--- src/trailer_pkg.sv ---
// Constants shared by the trailer command receiver and its IR frame decoder
package trailer_pkg;
  localparam int unsigned CLK_HZ = 100_000_000;
  localparam int unsigned LINK_TIMEOUT_MS = 2000;
  localparam int unsigned LINK_TIMEOUT_CYC = LINK_TIMEOUT_MS * (CLK_HZ / 1000);
  localparam int unsigned BLINK_HALF_MS = 50;
  localparam int unsigned BLINK_HALF_CYC = BLINK_HALF_MS * (CLK_HZ / 1000);
  localparam int unsigned SLOW_UNIT_US = 400;
  localparam int unsigned FAST_UNIT_US = 100;
  localparam int unsigned SLOW_UNIT_CYC = SLOW_UNIT_US * (CLK_HZ / 1_000_000);
  localparam int unsigned FAST_UNIT_CYC = FAST_UNIT_US * (CLK_HZ / 1_000_000);
  // Frame layout
  localparam logic [5:0] FRAME_BITS = 6'h20;
  localparam int unsigned KIND_LSB = 28;
  localparam logic [3:0] KIND_LIGHTS = 4'h1;
  localparam logic [3:0] KIND_SERVO = 4'h2;
  localparam logic [3:0] KIND_MOTOR = 4'h3;
  localparam logic [3:0] KIND_SELECT = 4'h4;
  localparam int unsigned SERVO_IDX_LSB = 8;
  localparam int unsigned MOTOR_DIR_BIT = 8;
  localparam logic [7:0] SERVO_NEUTRAL = 8'h80;
  // Register map
  localparam logic [11:0] ADDR_CTRL = 12'h000;
  localparam logic [11:0] ADDR_STATUS = 12'h004;
  localparam logic [11:0] ADDR_LIGHTS = 12'h008;
  localparam logic [11:0] ADDR_SERVO = 12'h00C;
  // Control fields
  localparam int unsigned CTRL_FAST_BIT = 0;
  localparam int unsigned CTRL_HOLD_BIT = 1;
  localparam int unsigned CTRL_REPEAT_BIT = 2;
  localparam int unsigned CTRL_MDIR_BIT = 3;
  localparam int unsigned CTRL_ID_LSB = 4;
  localparam int unsigned CTRL_SPEED_LSB = 8;
  localparam logic [15:0] CTRL_MASK = 16'hFF7F;
  localparam logic [15:0] CTRL_RST = 16'h6610;
  // Status fields
  localparam int unsigned STAT_LINK_BIT = 0;
  localparam int unsigned STAT_MANUAL_BIT = 1;
  localparam int unsigned STAT_MOTOR_BIT = 2;
  localparam int unsigned STAT_ID_LSB = 4;
endpackage

--- src/frame_if.sv ---
// Decoded IR frames passed from the decoder to the command logic
`timescale 1ns/10ps
`default_nettype none
interface frame_if;
  logic fast_sel;
  logic frame_vld;
  logic [31:0] frame_data;
  logic ir_mark;
  modport rx (input fast_sel, output frame_vld, output frame_data, output ir_mark);
  modport core (output fast_sel, input frame_vld, input frame_data, input ir_mark);
endinterface
`default_nettype wire

--- src/trailer_cmd_rx.sv ---
// Trailer light module command receiver with APB configuration
// Notes on behaviour
// - Decode slow or fast IR protocol
// - Link lost 2 s: lights off, motor stopped unless manual switch closed
// - On link loss servos go neutral or hold
// - Setting picks neutral or hold for servos
// - Blink status LED while link is good
// - Repeat received IR stream to next trailer
// - Light commands obeyed regardless of train ID
// - Active ID limits servo/motor to matching module
// - Non-matching module holds servo and motor
// - No active ID: obey all servo/motor commands
// - Power-on starts with no active ID
// - Own train ID is a writable setting
// - Manual switch drives motor without remote
// - Manual motor speed from stored setting
`timescale 1ns/10ps
`default_nettype none
module trailer_cmd_rx #(
  parameter int unsigned LINK_TIMEOUT_CYC = trailer_pkg::LINK_TIMEOUT_CYC,
  parameter int unsigned BLINK_HALF_CYC = trailer_pkg::BLINK_HALF_CYC,
  parameter int unsigned SLOW_UNIT_CYC = trailer_pkg::SLOW_UNIT_CYC,
  parameter int unsigned FAST_UNIT_CYC = trailer_pkg::FAST_UNIT_CYC
) (
  // Clock and reset
  input wire logic clk_i,
  input wire logic rst_i,
  // APB slave
  input wire logic psel_i,
  input wire logic penable_i,
  input wire logic pwrite_i,
  input wire logic [11:0] paddr_i,
  input wire logic [31:0] pwdata_i,
  output logic [31:0] prdata_o,
  output logic pready_o,
  output logic pslverr_o,
  // IR link
  input wire logic ir_rx_n_i,
  output logic ir_tx_o,
  // Manual motor switch, low when closed
  input wire logic manual_sw_n_i,
  // Loads and indicator
  output logic [15:0] light_o,
  output logic [31:0] servo_pos_o,
  output logic [7:0] motor_speed_o,
  output logic motor_dir_o,
  output logic status_led_o
);
  frame_if fif ();

  logic [15:0] ctrl_r, ctrl_nxt;
  logic [31:0] rd_r, rd_nxt;
  logic hit_r, hit_nxt;
  logic [2:0] msync_r;
  logic manual_r, manual_nxt;
  logic [31:0] tmo_r, tmo_nxt;
  logic link_ok;
  logic [15:0] light_r, light_nxt;
  logic [7:0] servo_r [4];
  logic [7:0] servo_nxt [4];
  logic [7:0] rspd_r, rspd_nxt;
  logic rdir_r, rdir_nxt;
  logic [2:0] train_r, train_nxt;
  logic [7:0] mspd_r, mspd_nxt;
  logic mdir_r, mdir_nxt;
  logic [31:0] blink_r, blink_nxt;
  logic led_r, led_nxt;
  logic tx_r, tx_nxt;
  logic [3:0] kind;
  logic for_me;
  logic setup_ph, wr_acc;
  logic [31:0] status_w, servo_w;

  // Map hit check, used for the error answer and write enable; the read mux decodes the address itself
  function automatic logic addr_known(input logic [11:0] a);
    if (a == trailer_pkg::ADDR_CTRL)
      return 1'b1;
    else if (a == trailer_pkg::ADDR_STATUS)
      return 1'b1;
    else if (a == trailer_pkg::ADDR_LIGHTS)
      return 1'b1;
    else if (a == trailer_pkg::ADDR_SERVO)
      return 1'b1;
    else
      return 1'b0;
  endfunction

  // Frame decoder; protocol speed comes from the control register
  ir_frame_rx #(
    .SLOW_UNIT_CYC(SLOW_UNIT_CYC),
    .FAST_UNIT_CYC(FAST_UNIT_CYC)
  ) u_rx (
    .clk_i(clk_i),
    .rst_i(rst_i),
    .ir_rx_n_i(ir_rx_n_i),
    .fif(fif.rx)
  );
  assign fif.fast_sel = ctrl_r[trailer_pkg::CTRL_FAST_BIT];

  // Frame fields and train filter
  assign kind = fif.frame_data[trailer_pkg::KIND_LSB +: 4];
  assign for_me = (train_r == 3'h0)
    || (train_r == ctrl_r[trailer_pkg::CTRL_ID_LSB +: 3]);

  // Zero-wait APB; read data captured in the setup cycle
  assign setup_ph = psel_i && !penable_i;
  assign wr_acc = psel_i && penable_i && pwrite_i && hit_r;
  assign pready_o = 1'b1;
  assign pslverr_o = psel_i && penable_i && !hit_r;

  // Status and servo words seen by software
  always_comb
  begin
    status_w = 32'h0;
    status_w[trailer_pkg::STAT_LINK_BIT] = link_ok;
    status_w[trailer_pkg::STAT_MANUAL_BIT] = manual_r;
    status_w[trailer_pkg::STAT_MOTOR_BIT] = (mspd_r != 8'h0);
    status_w[trailer_pkg::STAT_ID_LSB +: 3] = train_r;
    servo_w = {servo_r[3], servo_r[2], servo_r[1], servo_r[0]};
  end

  // Register file next state
  always_comb
  begin
    ctrl_nxt = ctrl_r;
    hit_nxt = hit_r;
    rd_nxt = rd_r;
    if (setup_ph)
    begin
      hit_nxt = addr_known(paddr_i);
      if (paddr_i == trailer_pkg::ADDR_CTRL)
        rd_nxt = {16'h0, ctrl_r};
      else if (paddr_i == trailer_pkg::ADDR_STATUS)
        rd_nxt = status_w;
      else if (paddr_i == trailer_pkg::ADDR_LIGHTS)
        rd_nxt = {16'h0, light_r};
      else if (paddr_i == trailer_pkg::ADDR_SERVO)
        rd_nxt = servo_w;
      else
        rd_nxt = 32'h0;
    end
    // Own ID, fail-safe choice and manual speed live here
    if (wr_acc && paddr_i == trailer_pkg::ADDR_CTRL)
      ctrl_nxt = pwdata_i[15:0] & trailer_pkg::CTRL_MASK;
  end

  always_ff @(posedge clk_i or posedge rst_i)
  begin
    if (rst_i)
    begin
      ctrl_r <= trailer_pkg::CTRL_RST;
      hit_r <= 1'b0;
      rd_r <= 32'h0;
    end
    else
    begin
      ctrl_r <= ctrl_nxt;
      hit_r <= hit_nxt;
      rd_r <= rd_nxt;
    end
  end
  assign prdata_o = rd_r;

  // Manual switch: three flops, change taken when the last two agree
  always_comb
  begin
    manual_nxt = (msync_r[1] == msync_r[2]) ? msync_r[2] : manual_r;
  end

  always_ff @(posedge clk_i or posedge rst_i)
  begin
    if (rst_i)
    begin
      msync_r <= 3'h0;
      manual_r <= 1'b0;
    end
    else
    begin
      msync_r <= {msync_r[1:0], ~manual_sw_n_i};
      manual_r <= manual_nxt;
    end
  end

  // Link watchdog; starts expired so only the manual switch drives a load before a frame
  always_comb
  begin
    if (fif.frame_vld)
      tmo_nxt = 32'h0;
    else if (tmo_r < 32'(LINK_TIMEOUT_CYC))
      tmo_nxt = tmo_r + 32'h1;
    else
      tmo_nxt = tmo_r;
  end
  assign link_ok = (tmo_r < 32'(LINK_TIMEOUT_CYC));

  always_ff @(posedge clk_i or posedge rst_i)
  begin
    if (rst_i)
      tmo_r <= 32'(LINK_TIMEOUT_CYC);
    else
      tmo_r <= tmo_nxt;
  end

  // Command execution and fail-safe
  always_comb
  begin
    light_nxt = light_r;
    rspd_nxt = rspd_r;
    rdir_nxt = rdir_r;
    train_nxt = train_r;
    for (int i = 0; i < 4; i++)
      servo_nxt[i] = servo_r[i];
    if (fif.frame_vld)
    begin
      if (kind == trailer_pkg::KIND_LIGHTS)
        light_nxt = fif.frame_data[15:0];
      else if (kind == trailer_pkg::KIND_SELECT)
        train_nxt = fif.frame_data[2:0];
      else if (kind == trailer_pkg::KIND_SERVO && for_me)
      begin
        // Other modules leave servo untouched
        for (int i = 0; i < 4; i++)
          if (fif.frame_data[trailer_pkg::SERVO_IDX_LSB +: 2] == 2'(i))
            servo_nxt[i] = fif.frame_data[7:0];
      end
      else if (kind == trailer_pkg::KIND_MOTOR && for_me)
      begin
        rspd_nxt = fif.frame_data[7:0];
        rdir_nxt = fif.frame_data[trailer_pkg::MOTOR_DIR_BIT];
      end
    end
    else if (!link_ok)
    begin
      // A frame in the same cycle wins over lost link; a fresh frame lifts it next cycle
      light_nxt = 16'h0;
      rspd_nxt = 8'h0;
      if (!ctrl_r[trailer_pkg::CTRL_HOLD_BIT])
        for (int i = 0; i < 4; i++)
          servo_nxt[i] = trailer_pkg::SERVO_NEUTRAL;
    end
  end

  always_ff @(posedge clk_i or posedge rst_i)
  begin
    if (rst_i)
    begin
      light_r <= 16'h0;
      rspd_r <= 8'h0;
      rdir_r <= 1'b0;
      train_r <= 3'h0;
      for (int i = 0; i < 4; i++)
        servo_r[i] <= trailer_pkg::SERVO_NEUTRAL;
    end
    else
    begin
      light_r <= light_nxt;
      rspd_r <= rspd_nxt;
      rdir_r <= rdir_nxt;
      train_r <= train_nxt;
      for (int i = 0; i < 4; i++)
        servo_r[i] <= servo_nxt[i];
    end
  end

  // Motor: manual switch overrides remote, even with link lost
  always_comb
  begin
    if (manual_r)
    begin
      mspd_nxt = ctrl_r[trailer_pkg::CTRL_SPEED_LSB +: 8];
      mdir_nxt = ctrl_r[trailer_pkg::CTRL_MDIR_BIT];
    end
    else
    begin
      mspd_nxt = rspd_r;
      mdir_nxt = rdir_r;
    end
  end

  always_ff @(posedge clk_i or posedge rst_i)
  begin
    if (rst_i)
    begin
      mspd_r <= 8'h0;
      mdir_r <= 1'b0;
    end
    else
    begin
      mspd_r <= mspd_nxt;
      mdir_r <= mdir_nxt;
    end
  end

  // Status LED: steady with no link, regular blink with link
  always_comb
  begin
    blink_nxt = blink_r + 32'h1;
    led_nxt = led_r;
    if (!link_ok)
    begin
      blink_nxt = 32'h0;
      led_nxt = 1'b1;
    end
    else if (blink_r >= 32'(BLINK_HALF_CYC) - 32'h1)
    begin
      blink_nxt = 32'h0;
      led_nxt = !led_r;
    end
  end

  always_ff @(posedge clk_i or posedge rst_i)
  begin
    if (rst_i)
    begin
      blink_r <= 32'h0;
      led_r <= 1'b1;
    end
    else
    begin
      blink_r <= blink_nxt;
      led_r <= led_nxt;
    end
  end

  // IR repeater; a few cycles of delay only, pulse widths kept
  always_comb
  begin
    tx_nxt = ctrl_r[trailer_pkg::CTRL_REPEAT_BIT] && fif.ir_mark;
  end

  always_ff @(posedge clk_i or posedge rst_i)
  begin
    if (rst_i)
      tx_r <= 1'b0;
    else
      tx_r <= tx_nxt;
  end

  // Outputs
  assign ir_tx_o = tx_r;
  assign light_o = light_r;
  assign servo_pos_o = {servo_r[3], servo_r[2], servo_r[1], servo_r[0]};
  assign motor_speed_o = mspd_r;
  assign motor_dir_o = mdir_r;
  assign status_led_o = led_r;
endmodule // trailer_cmd_rx
`default_nettype wire

--- src/ir_frame_rx.sv ---
// IR pulse-distance frame decoder with slow and fast timing
`timescale 1ns/10ps
`default_nettype none
module ir_frame_rx #(
  parameter int unsigned SLOW_UNIT_CYC = trailer_pkg::SLOW_UNIT_CYC,
  parameter int unsigned FAST_UNIT_CYC = trailer_pkg::FAST_UNIT_CYC
) (
  // Clock and reset
  input wire logic clk_i,
  input wire logic rst_i,
  // Receiver pin, low during a mark
  input wire logic ir_rx_n_i,
  // Frames out
  frame_if.rx fif
);
  typedef enum logic [2:0] {
    ST_IDLE = 3'b001,
    ST_MARK = 3'b010,
    ST_SPACE = 3'b100
  } rx_state_t;
  rx_state_t st_r, st_nxt;
  logic [2:0] sync_r;
  logic mark_r, mark_nxt;
  logic [31:0] len_r, len_nxt;
  logic [5:0] bits_r, bits_nxt;
  logic [31:0] sh_r, sh_nxt;
  logic vld_r, vld_nxt;
  logic [31:0] unit;

  // Bit unit follows the selected protocol speed
  assign unit = fif.fast_sel ? 32'(FAST_UNIT_CYC) : 32'(SLOW_UNIT_CYC);

  // Space length codes the bit; a long space closes the frame
  always_comb
  begin
    mark_nxt = (sync_r[1] == sync_r[2]) ? sync_r[2] : mark_r;
    st_nxt = st_r;
    len_nxt = len_r + 32'h1;
    bits_nxt = bits_r;
    sh_nxt = sh_r;
    vld_nxt = 1'b0;
    case (st_r)
      ST_IDLE:
      begin
        len_nxt = 32'h0;
        if (mark_r)
        begin
          st_nxt = ST_MARK;
          bits_nxt = 6'h0;
        end
      end
      ST_MARK:
      begin
        if (!mark_r)
        begin
          st_nxt = ST_SPACE;
          len_nxt = 32'h0;
        end
      end
      ST_SPACE:
      begin
        if (mark_r)
        begin
          st_nxt = ST_MARK;
          sh_nxt = {sh_r[30:0], len_r >= (unit << 1)};
          if (bits_r != 6'h3F) // Saturate so long junk never looks valid
            bits_nxt = bits_r + 6'h1;
        end
        else if (len_r >= (unit << 2))
        begin
          st_nxt = ST_IDLE;
          vld_nxt = (bits_r == trailer_pkg::FRAME_BITS);
        end
      end
      default: st_nxt = ST_IDLE;
    endcase
  end

  // Registers; sync_r[0] feeds only sync_r[1]
  always_ff @(posedge clk_i or posedge rst_i)
  begin
    if (rst_i)
    begin
      sync_r <= 3'h0;
      mark_r <= 1'b0;
      st_r <= ST_IDLE;
      len_r <= 32'h0;
      bits_r <= 6'h0;
      sh_r <= 32'h0;
      vld_r <= 1'b0;
    end
    else
    begin
      sync_r <= {sync_r[1:0], ~ir_rx_n_i};
      mark_r <= mark_nxt;
      st_r <= st_nxt;
      len_r <= len_nxt;
      bits_r <= bits_nxt;
      sh_r <= sh_nxt;
      vld_r <= vld_nxt;
    end
  end

  assign fif.frame_vld = vld_r;
  assign fif.frame_data = sh_r;
  assign fif.ir_mark = mark_r;
endmodule // ir_frame_rx
`default_nettype wire

--- config.mk ---
export PLATFORM = sky130hd
export DESIGN_NAME = trailer_cmd_rx
export DESIGN_NICKNAME = d
export VERILOG_FILES = /design/src/trailer_pkg.sv /design/src/frame_if.sv /design/src/trailer_cmd_rx.sv /design/src/ir_frame_rx.sv
export SDC_FILE = /design/constraint.sdc
export NUM_CORES = 1
export LEC_CHECK = 0
export ABC_AREA = 1
export BUFFER_PORTS_ARGS = -buffer_cell sky130_fd_sc_hd__buf_2
export CORE_MARGIN = 2
export CORE_UTILIZATION = 50
export DETAILED_ROUTE_END_ITERATION = 16
export PLACE_DENSITY_LB_ADDON = 0.25
export SLEW_MARGIN = 20
export SYNTH_ARGS = -nofsm -noshare
export SYNTH_HDL_FRONTEND = slang
export SYNTH_SLANG_ARGS = --single-unit
--- constraint.sdc ---
create_clock -name clk_i -period 10.85 [get_ports clk_i]
set_input_delay 2.7125 -clock clk_i [delete_from_list [all_inputs] [get_ports clk_i]]
set_output_delay 2.7125 -clock clk_i [all_outputs]
set_load 0.02 [all_outputs]
==> out/metrics.cfg, run 1 <==
[outcome]
status = finished clean

[clocking]
htreeDepth = 1
insertion_delay_ps = 550
cts_resized = 0
post_cts_buffers = 0
cts_inserted_buffers = 29
clk_path_buf_depth = 3
cts_sinks = 265
path_clk_slew_ps = 60
cts_tree = built
cts-root-buf = clkbuf_16
hold_buffers = 0

[synth]
synth_compound_gate_area_share = 0.0640
synth.avg_cell_area_sq_um = 8.15
synth_edf_count = 0
synth_xor_area_frac = 0.0215
synth_mux_area_frac = 0.0201
synth_area_sq_um = 13400
synth_cell_types = 52
yosys.area_share.simple = 0.314
synth_top_flop_cell = dfrtp_1
ys_ff_latch = 265
yosysTopAreaCell = dfrtp_1
synthArstFlopShare = 1.00
synth_top_family_by_area = simple AND/OR/NAND/NOR gates
ys_warn_count = 0
synthCells = 1648
synthAdderAreaFrac = 0.0201
yosysSeqAreaShare = 0.496
yosys-top-cells-area = dfrtp_1 45%, nand2_1 14%, nand3_1 5.9%, dfstp_2 4.5%, nor2_1 4.4%
synth_top_area_frac = 0.451

[placement]
dp_cells = 2081
hpwlAfterDp_mm = 23.9
portBuffers = 125
globalplace.congestion = 0.926

[sta]
skew_ps = 22.1
max_slew_margin = 0.442
setup_viol = 0
fmax_ghz = 0.172
finalSetupTns_ps = 0
finalMaxSlewViolations = 0
hold_viol_final = 0
finalCritPeriodShare = 0.537
fin_crit_ps = 5830
rsz0062_at_grt = no
tightest_slew_ps = 835

[power]
ir_drop_v = 0.000106
power.total_mw = 2.27
cellPowerDensity_nw_per_um2 = 148
p_leak_nw = 7.73

[floorplan]
die_h_um = 168
die_area_sq_um = 28200
rows = 59
coreArea_sq_um = 26200
die_w_um = 168
initial_core_util = 0.513
io_pins = 144

[min_path]
whs_endpoint = msync_r[1]$_DFF_PP0_
hold_class = flop to flop
min_path_cells = 0
hp-start = msync_r[0]$_DFF_PP0_

[finish]
final_cells = 2135
mostFrequentLayoutCell = nand2_1
syn2layout_area_growth_pct = 14.5
layout.nets = 1848
fill_cells = 2287
drive_above_1_share = 0.162
layout_common_cells = 490 x nand2_1, 242 x dfrtp_1, 159 x nand3_1

[setup_path]
r2r_setup_slack_ps = 8250
path_max_fanout = 2
rr_worst_depth = 6
start_kind = input pin
cp-end-kind = primary output
rr_endpoint = light_o[7]$_DFFE_PP0P_
crit_type = input pin to primary output
worstPathArrival_ps = 3110
timing.rr.start = u_rx.fif.frame_vld$_DFF_PP0_
cp.required_ps = 8140

[routing]
vias = 11471
avgRoutedWirePerCell_um = 15.8
antenna_left = 0
drtIter0Drc = 936
viasPerCell = 5.37
finalWirelength_mm = 33.8
drc = 0
dr.pass1.iters = 6

[global_route]
antenna_found_initial = 2
grt_pass1_vias = 10967
grt_first_pass_wirelength_mm = 55.8
grt_max_degree = 124
grt_use_total = 0.242
gr-total-overflow = 0

[flow_run]
cap_violations = 0

cell type report:
class,instances,area (sq um),share of cell area
clock buffers,40,807,0.0525
diodes,1,2.50,0.000163
flip-flops and latches,265,6660,0.433
clock inverters,13,231,0.0150
inverters,167,637,0.0414
well taps,335,419,0.0272
repair buffers,131,674,0.0438
multi-input cells,1183,5950,0.387
cells in the mapped netlist, types with 7 or more instances:
| cell type | number |
|---|---|
| o21ai_0 | 59 |
| mux2_2 | 16 |
| inv_2 | 13 |
| o22ai_1 | 8 |
| dfrtp_1 | 242 |
| ha_1 | 20 |
| clkbuf_1 | 16 |
| nand2_2 | 10 |
| a21oi_1 | 28 |
| nand2_1 | 490 |
| nor2_1 | 159 |
| nor3_2 | 7 |
| xor2_1 | 26 |
| nand2_4 | 10 |
| o21ai_1 | 37 |
| nor2_2 | 8 |
| nor3_1 | 37 |
| buf_2 | 15 |
| clkinv_1 | 8 |
| dfstp_2 | 23 |
| nand3_1 | 159 |
| inv_1 | 145 |
| xnor2_1 | 7 |
| nand4_1 | 39 |
sequential cells by signal (all words and copies together), names as in the netlist, 15 cells and up:
signal	cells
u_rx.len_r	32
blink_r	32
u_rx.fif.frame_data	32
light_o	16
servo_pos_o	32
ctrl_r	15
tmo_r	32
prdata_o	32
worst max path at each step:
stage | from | endpoint | slack, ps | cells after the start
4_1_cts | penable_i | pslverr_o | 5020 | 4
3_5_place_dp | penable_i | pslverr_o | 5020 | 4
5_1_grt | penable_i | pslverr_o | 4980 | 4
6_report | penable_i | pslverr_o | 5020 | 4
2_1_floorplan | rst_i | blink_r[0]$_DFF_PP0_ | 880 | 1
3_3_place_gp | penable_i | pslverr_o | 5020 | 4
per-layer routing:
| layer | share of wire | vias to the layer above | global-route usage | wire length [um] |
|---|---|---|---|---|
| met2 | 0.46 | 325 | 0.391 | 15600 |
| met3 | 0.054 | 71 | 0.0362 | 1820 |
| met5 | 0.00053 | - | 0 | 18 |
| li1 | - | 5602 | - | - |
| met4 | 0.036 | 2 | 0.0892 | 1220 |
| met1 | 0.45 | 5471 | 0.333 | 15100 |
report_power, final:
| part | switching, mW | total (mW) | leakage, nW | internal, mW |
|---|---|---|---|---|
| clock | 0.407 | 1.07 | 0.505 | 0.663 |
| sequential | 0.0225 | 1.03 | 3.55 | 1.01 |
| combinational | 0.130 | 0.170 | 3.68 | 0.0400 |
stage by stage:
step	utilization	hold slack (ps)	cell area [sq um]	worst slack [ps]
finish	0.587	353	15400	5020
global route	0.587	368	15400	4980
CTS	0.587	357	15400	5020
detailed placement	0.547	343	14300	5020
global placement	0.547	335	14300	5020
floorplan	-	331	13500	879
worst max-delay path, stage by stage:
cell	delay, ps
buf_2	100
nand2_1	60
nor2_1	80
buf_2	160
cell families after synthesis:
group                      Yosys count
AOI/OAI and AO/OA                  151
xor gates and xnor gates            33
adders and majority gates           22
buffers and inverters              208
DFF                                265
muxes                               22
other                                2
and+or+nand+nor                    945
No activity file was read; power rests on OpenSTA's default activity.
==> inputs of run 2 (changes only) <==
- ABC_AREA: 1 -> 0
- clock period: 10.85 -> 5.4 ns (I/O delays scaled with it)
==> out/metrics.cfg, run 2 <==
[outcome]
status = finished clean

[clocking]
cts_tree = built
cts_resized = 0  ; unchanged
htreeDepth = 1  ; unchanged
clk_path_buf_depth = 3  ; unchanged
insertion_delay_ps = 550  ; about the same
post_cts_buffers = 0  ; unchanged
cts-root-buf = clkbuf_16
cts_sinks = 265  ; unchanged
cts_inserted_buffers = 29  ; unchanged
hold_buffers = 0  ; unchanged
path_clk_slew_ps = 60  ; about the same

[synth]
synth_top_family_by_area = simple AND/OR/NAND/NOR gates
synth_mux_area_frac = 0.0716  ; +0.0515
yosys-top-cells-area = dfrtp_1 50%, mux2_2 5.1%, dfstp_2 5.0%, a22o_1 4.4%, nor2_1 3.3%
yosys-top-cells-count = 242 x dfrtp_1, 107 x nor2_1, 81 x nand2_1
synth_top_area_frac = 0.502  ; +0.0510
synth_compound_gate_area_share = 0.101  ; +0.0371
synth.avg_cell_area_sq_um = 11.3  ; +39%
synthCells = 1064  ; -35%
synth_xor_area_frac = 0.0559  ; +0.0344
yosysMostFrequentCell = dfrtp_1
yosysTopAreaCell = dfrtp_1
synthAdderAreaFrac = 0.0224  ; +0.00228
ys_ff_latch = 265  ; unchanged
synthArstFlopShare = 1.00  ; unchanged
synth_area_sq_um = 12100  ; -10%
synth_cell_types = 67  ; +29%
yosys.area_share.simple = 0.167  ; -0.147
ys_warn_count = 0  ; unchanged
synth_top_flop_cell = dfrtp_1
synth_edf_count = 0  ; unchanged
yosysSeqAreaShare = 0.552  ; +0.0561

[routing]
viasPerCell = 5.59  ; +4.0%
antenna_left = 0  ; unchanged
drtIter0Drc = 602  ; -36%
vias = 8581  ; -25%
drc = 0  ; unchanged
finalWirelength_mm = 27.1  ; -20%
dr.pass1.iters = 7  ; +1
avgRoutedWirePerCell_um = 17.7  ; +12%

[setup_path]
crit_family = simple AND/OR/NAND/NOR gates
path_max_fanout = 10  ; +8
start_kind = input pin
cp-end-kind = flop
worstPathArrival_ps = 3930  ; +820 ps
cp.required_ps = 5830  ; -2310 ps
critical_path_buf_inv_count = 2  ; unchanged
crit_chain = buf_2, nor4_1, nand3_1, nor4_4, buf_4, mux2_2
crit_type = input pin to flop
slowest_stage = nor4_4
max_stage_delay_ps = 800  ; +640 ps

[placement]
place_ws_ps = 1390  ; -3620 ps
dp_cells = 1480  ; -29%
hpwlAfterDp_mm = 18.3  ; -24%
placedInstanceArea_sq_um = 13000  ; -9.4%
portBuffers = 125  ; unchanged
globalplace.congestion = 0.848  ; -8.4%

[global_route]
gr-total-overflow = 0  ; unchanged
grt_use_total = 0.215  ; -0.0266
grt_pass1_vias = 8476  ; -23%
grt_max_degree = 169  ; +36%
antenna_found_initial = 2  ; unchanged
grt_first_pass_wirelength_mm = 45.0  ; -19%

[power]
ir_drop_v = 0.000270  ; +150%
p_comb_frac = 0.057  ; -0.018
p_leak_nw = 6.58  ; -15%
cellPowerDensity_nw_per_um2 = 309  ; +110%
power.total_mw = 4.32  ; +90%
clockPowerShare = 0.459  ; -0.012
p_int_mw = 3.29  ; +92%
p_sw_frac = 0.240  ; -0.00659
pwr-share-seq = 0.484  ; +0.030
power.switching_mw = 1.04  ; +85%

[finish]
layout.nets = 1263  ; -32%
syn2layout_area_growth_pct = 15.7
layout_common_cells = 242 x dfrtp_1, 125 x buf_2, 106 x nor2_1
final_util = 0.591  ; +0.00435
mostFrequentLayoutCell = dfrtp_1
stdcell_area_sq_um = 14000  ; -9.2%
drive_above_1_share = 0.240  ; +0.0786
final_cells = 1535  ; -28%

[sta]
finalCritPeriodShare = 0.647
tightest_slew_ps = 902  ; +67.2 ps
setup_viol = 0  ; unchanged
max_slew_margin = 0.399  ; -0.0435
fmax_ghz = 0.286
skew_ps = 18.6  ; -3.56 ps
fin_crit_ps = 3500
hold_viol_final = 0  ; unchanged
finalWorstSetupSlack_ps = 1900  ; -3120 ps
finalSetupTns_ps = 0  ; unchanged
finalMaxSlewViolations = 0  ; unchanged
timing.hold.ws_ps = 349  ; -4.13 ps
rsz0062_at_grt = no

[floorplan]
io_pins = 144  ; unchanged
die_w_um = 159  ; -5.1%
die_h_um = 159  ; -5.1%
die_area_sq_um = 25400  ; -9.9%
rows = 56  ; -5.1%
initial_core_util = 0.511  ; -0.00155
coreArea_sq_um = 23600  ; -9.9%

[min_path]
hold_class = flop to flop

[flow_run]
cap_violations = 0  ; unchanged

## run 2: changes by cell type after synthesis, moves of 17 or more
cell / previous run / this run
inv_1: 145 / 31
a22o_1: 0 / 61
o21ai_0: 59 / 42
nand2_1: 490 / 81
and3_1: 0 / 19
nor2_1: 159 / 107
nand4_1: 39 / 21
mux2_2: 16 / 55
nand3_1: 159 / 38
xnor2_1: 7 / 39
nor3_1: 37 / 18
o21ai_1: 37 / 0
## run 2: per-layer routing
layer  track usage  up-vias  share of wire
met4        0.0554        2          0.024
met1         0.303     4253           0.46
met3        0.0383       46          0.053
li1              -     4061              -
met5             0        -        0.00044
met2         0.350      219           0.46
## run 2: layout make-up
| type | count | area, sq um |
|---|---|---|
| clock inverters | 11 | 128 |
| repair buffers | 135 | 713 |
| fillers | 1995 | 9650 |
| inverters | 31 | 120 |
| multi-input cells | 730 | 5090 |
| diodes | 1 | 2.50 |
| well taps | 319 | 399 |
| flip-flops and latches | 265 | 6660 |
| clock buffers | 43 | 848 |
## run 2: kinds of logic (layout without fill, tap and decap cells)
group                    count (synthesis)  count (layout)
AND/OR/NAND/NOR                        381             381
XOR/XNOR                                77              77
adder cells (fa/ha/maj)                 22              22
multiplexers                            73              73
flip-flops                             265             265
buffers and inverters                   77             220
other                                    2              11
AO/OA/AOI/OAI                          167             167
## run 2: path summary, 6_finish.rpt
path,start,end,slack (ps),cells past startpoint
max,paddr_i[7],ctrl_r[5]$_DFFE_PP0P_,1900,6
min,u_rx.sync_r[0]$_DFF_PP0_,u_rx.sync_r[1]$_DFF_PP0_,350,0
max reg2reg,tmo_r[10]$_DFFE_PP0P_,light_o[14]$_DFFE_PP0P_,2580,6
min reg2reg,u_rx.sync_r[0]$_DFF_PP0_,u_rx.sync_r[1]$_DFF_PP0_,350,0
max in group asynchronous,rst_i,u_rx.fif.frame_data[6]$_DFFE_PP0P_,3300,3
min in group asynchronous,rst_i,light_o[0]$_DFFE_PP0P_,850,2
## run 2: power by group through the flow
stage / registers [mW] / clock network (mW) / logic [mW]
after global placement: 2.13 / 0 / 0.245
final: 2.09 / 1.98 / 0.245
after CTS: 2.09 / 2.02 / 0.250
after detailed placement: 2.13 / 0 / 0.249
after floorplan: 2.08 / 0 / 0.205
after global routing: 2.10 / 2.11 / 0.281
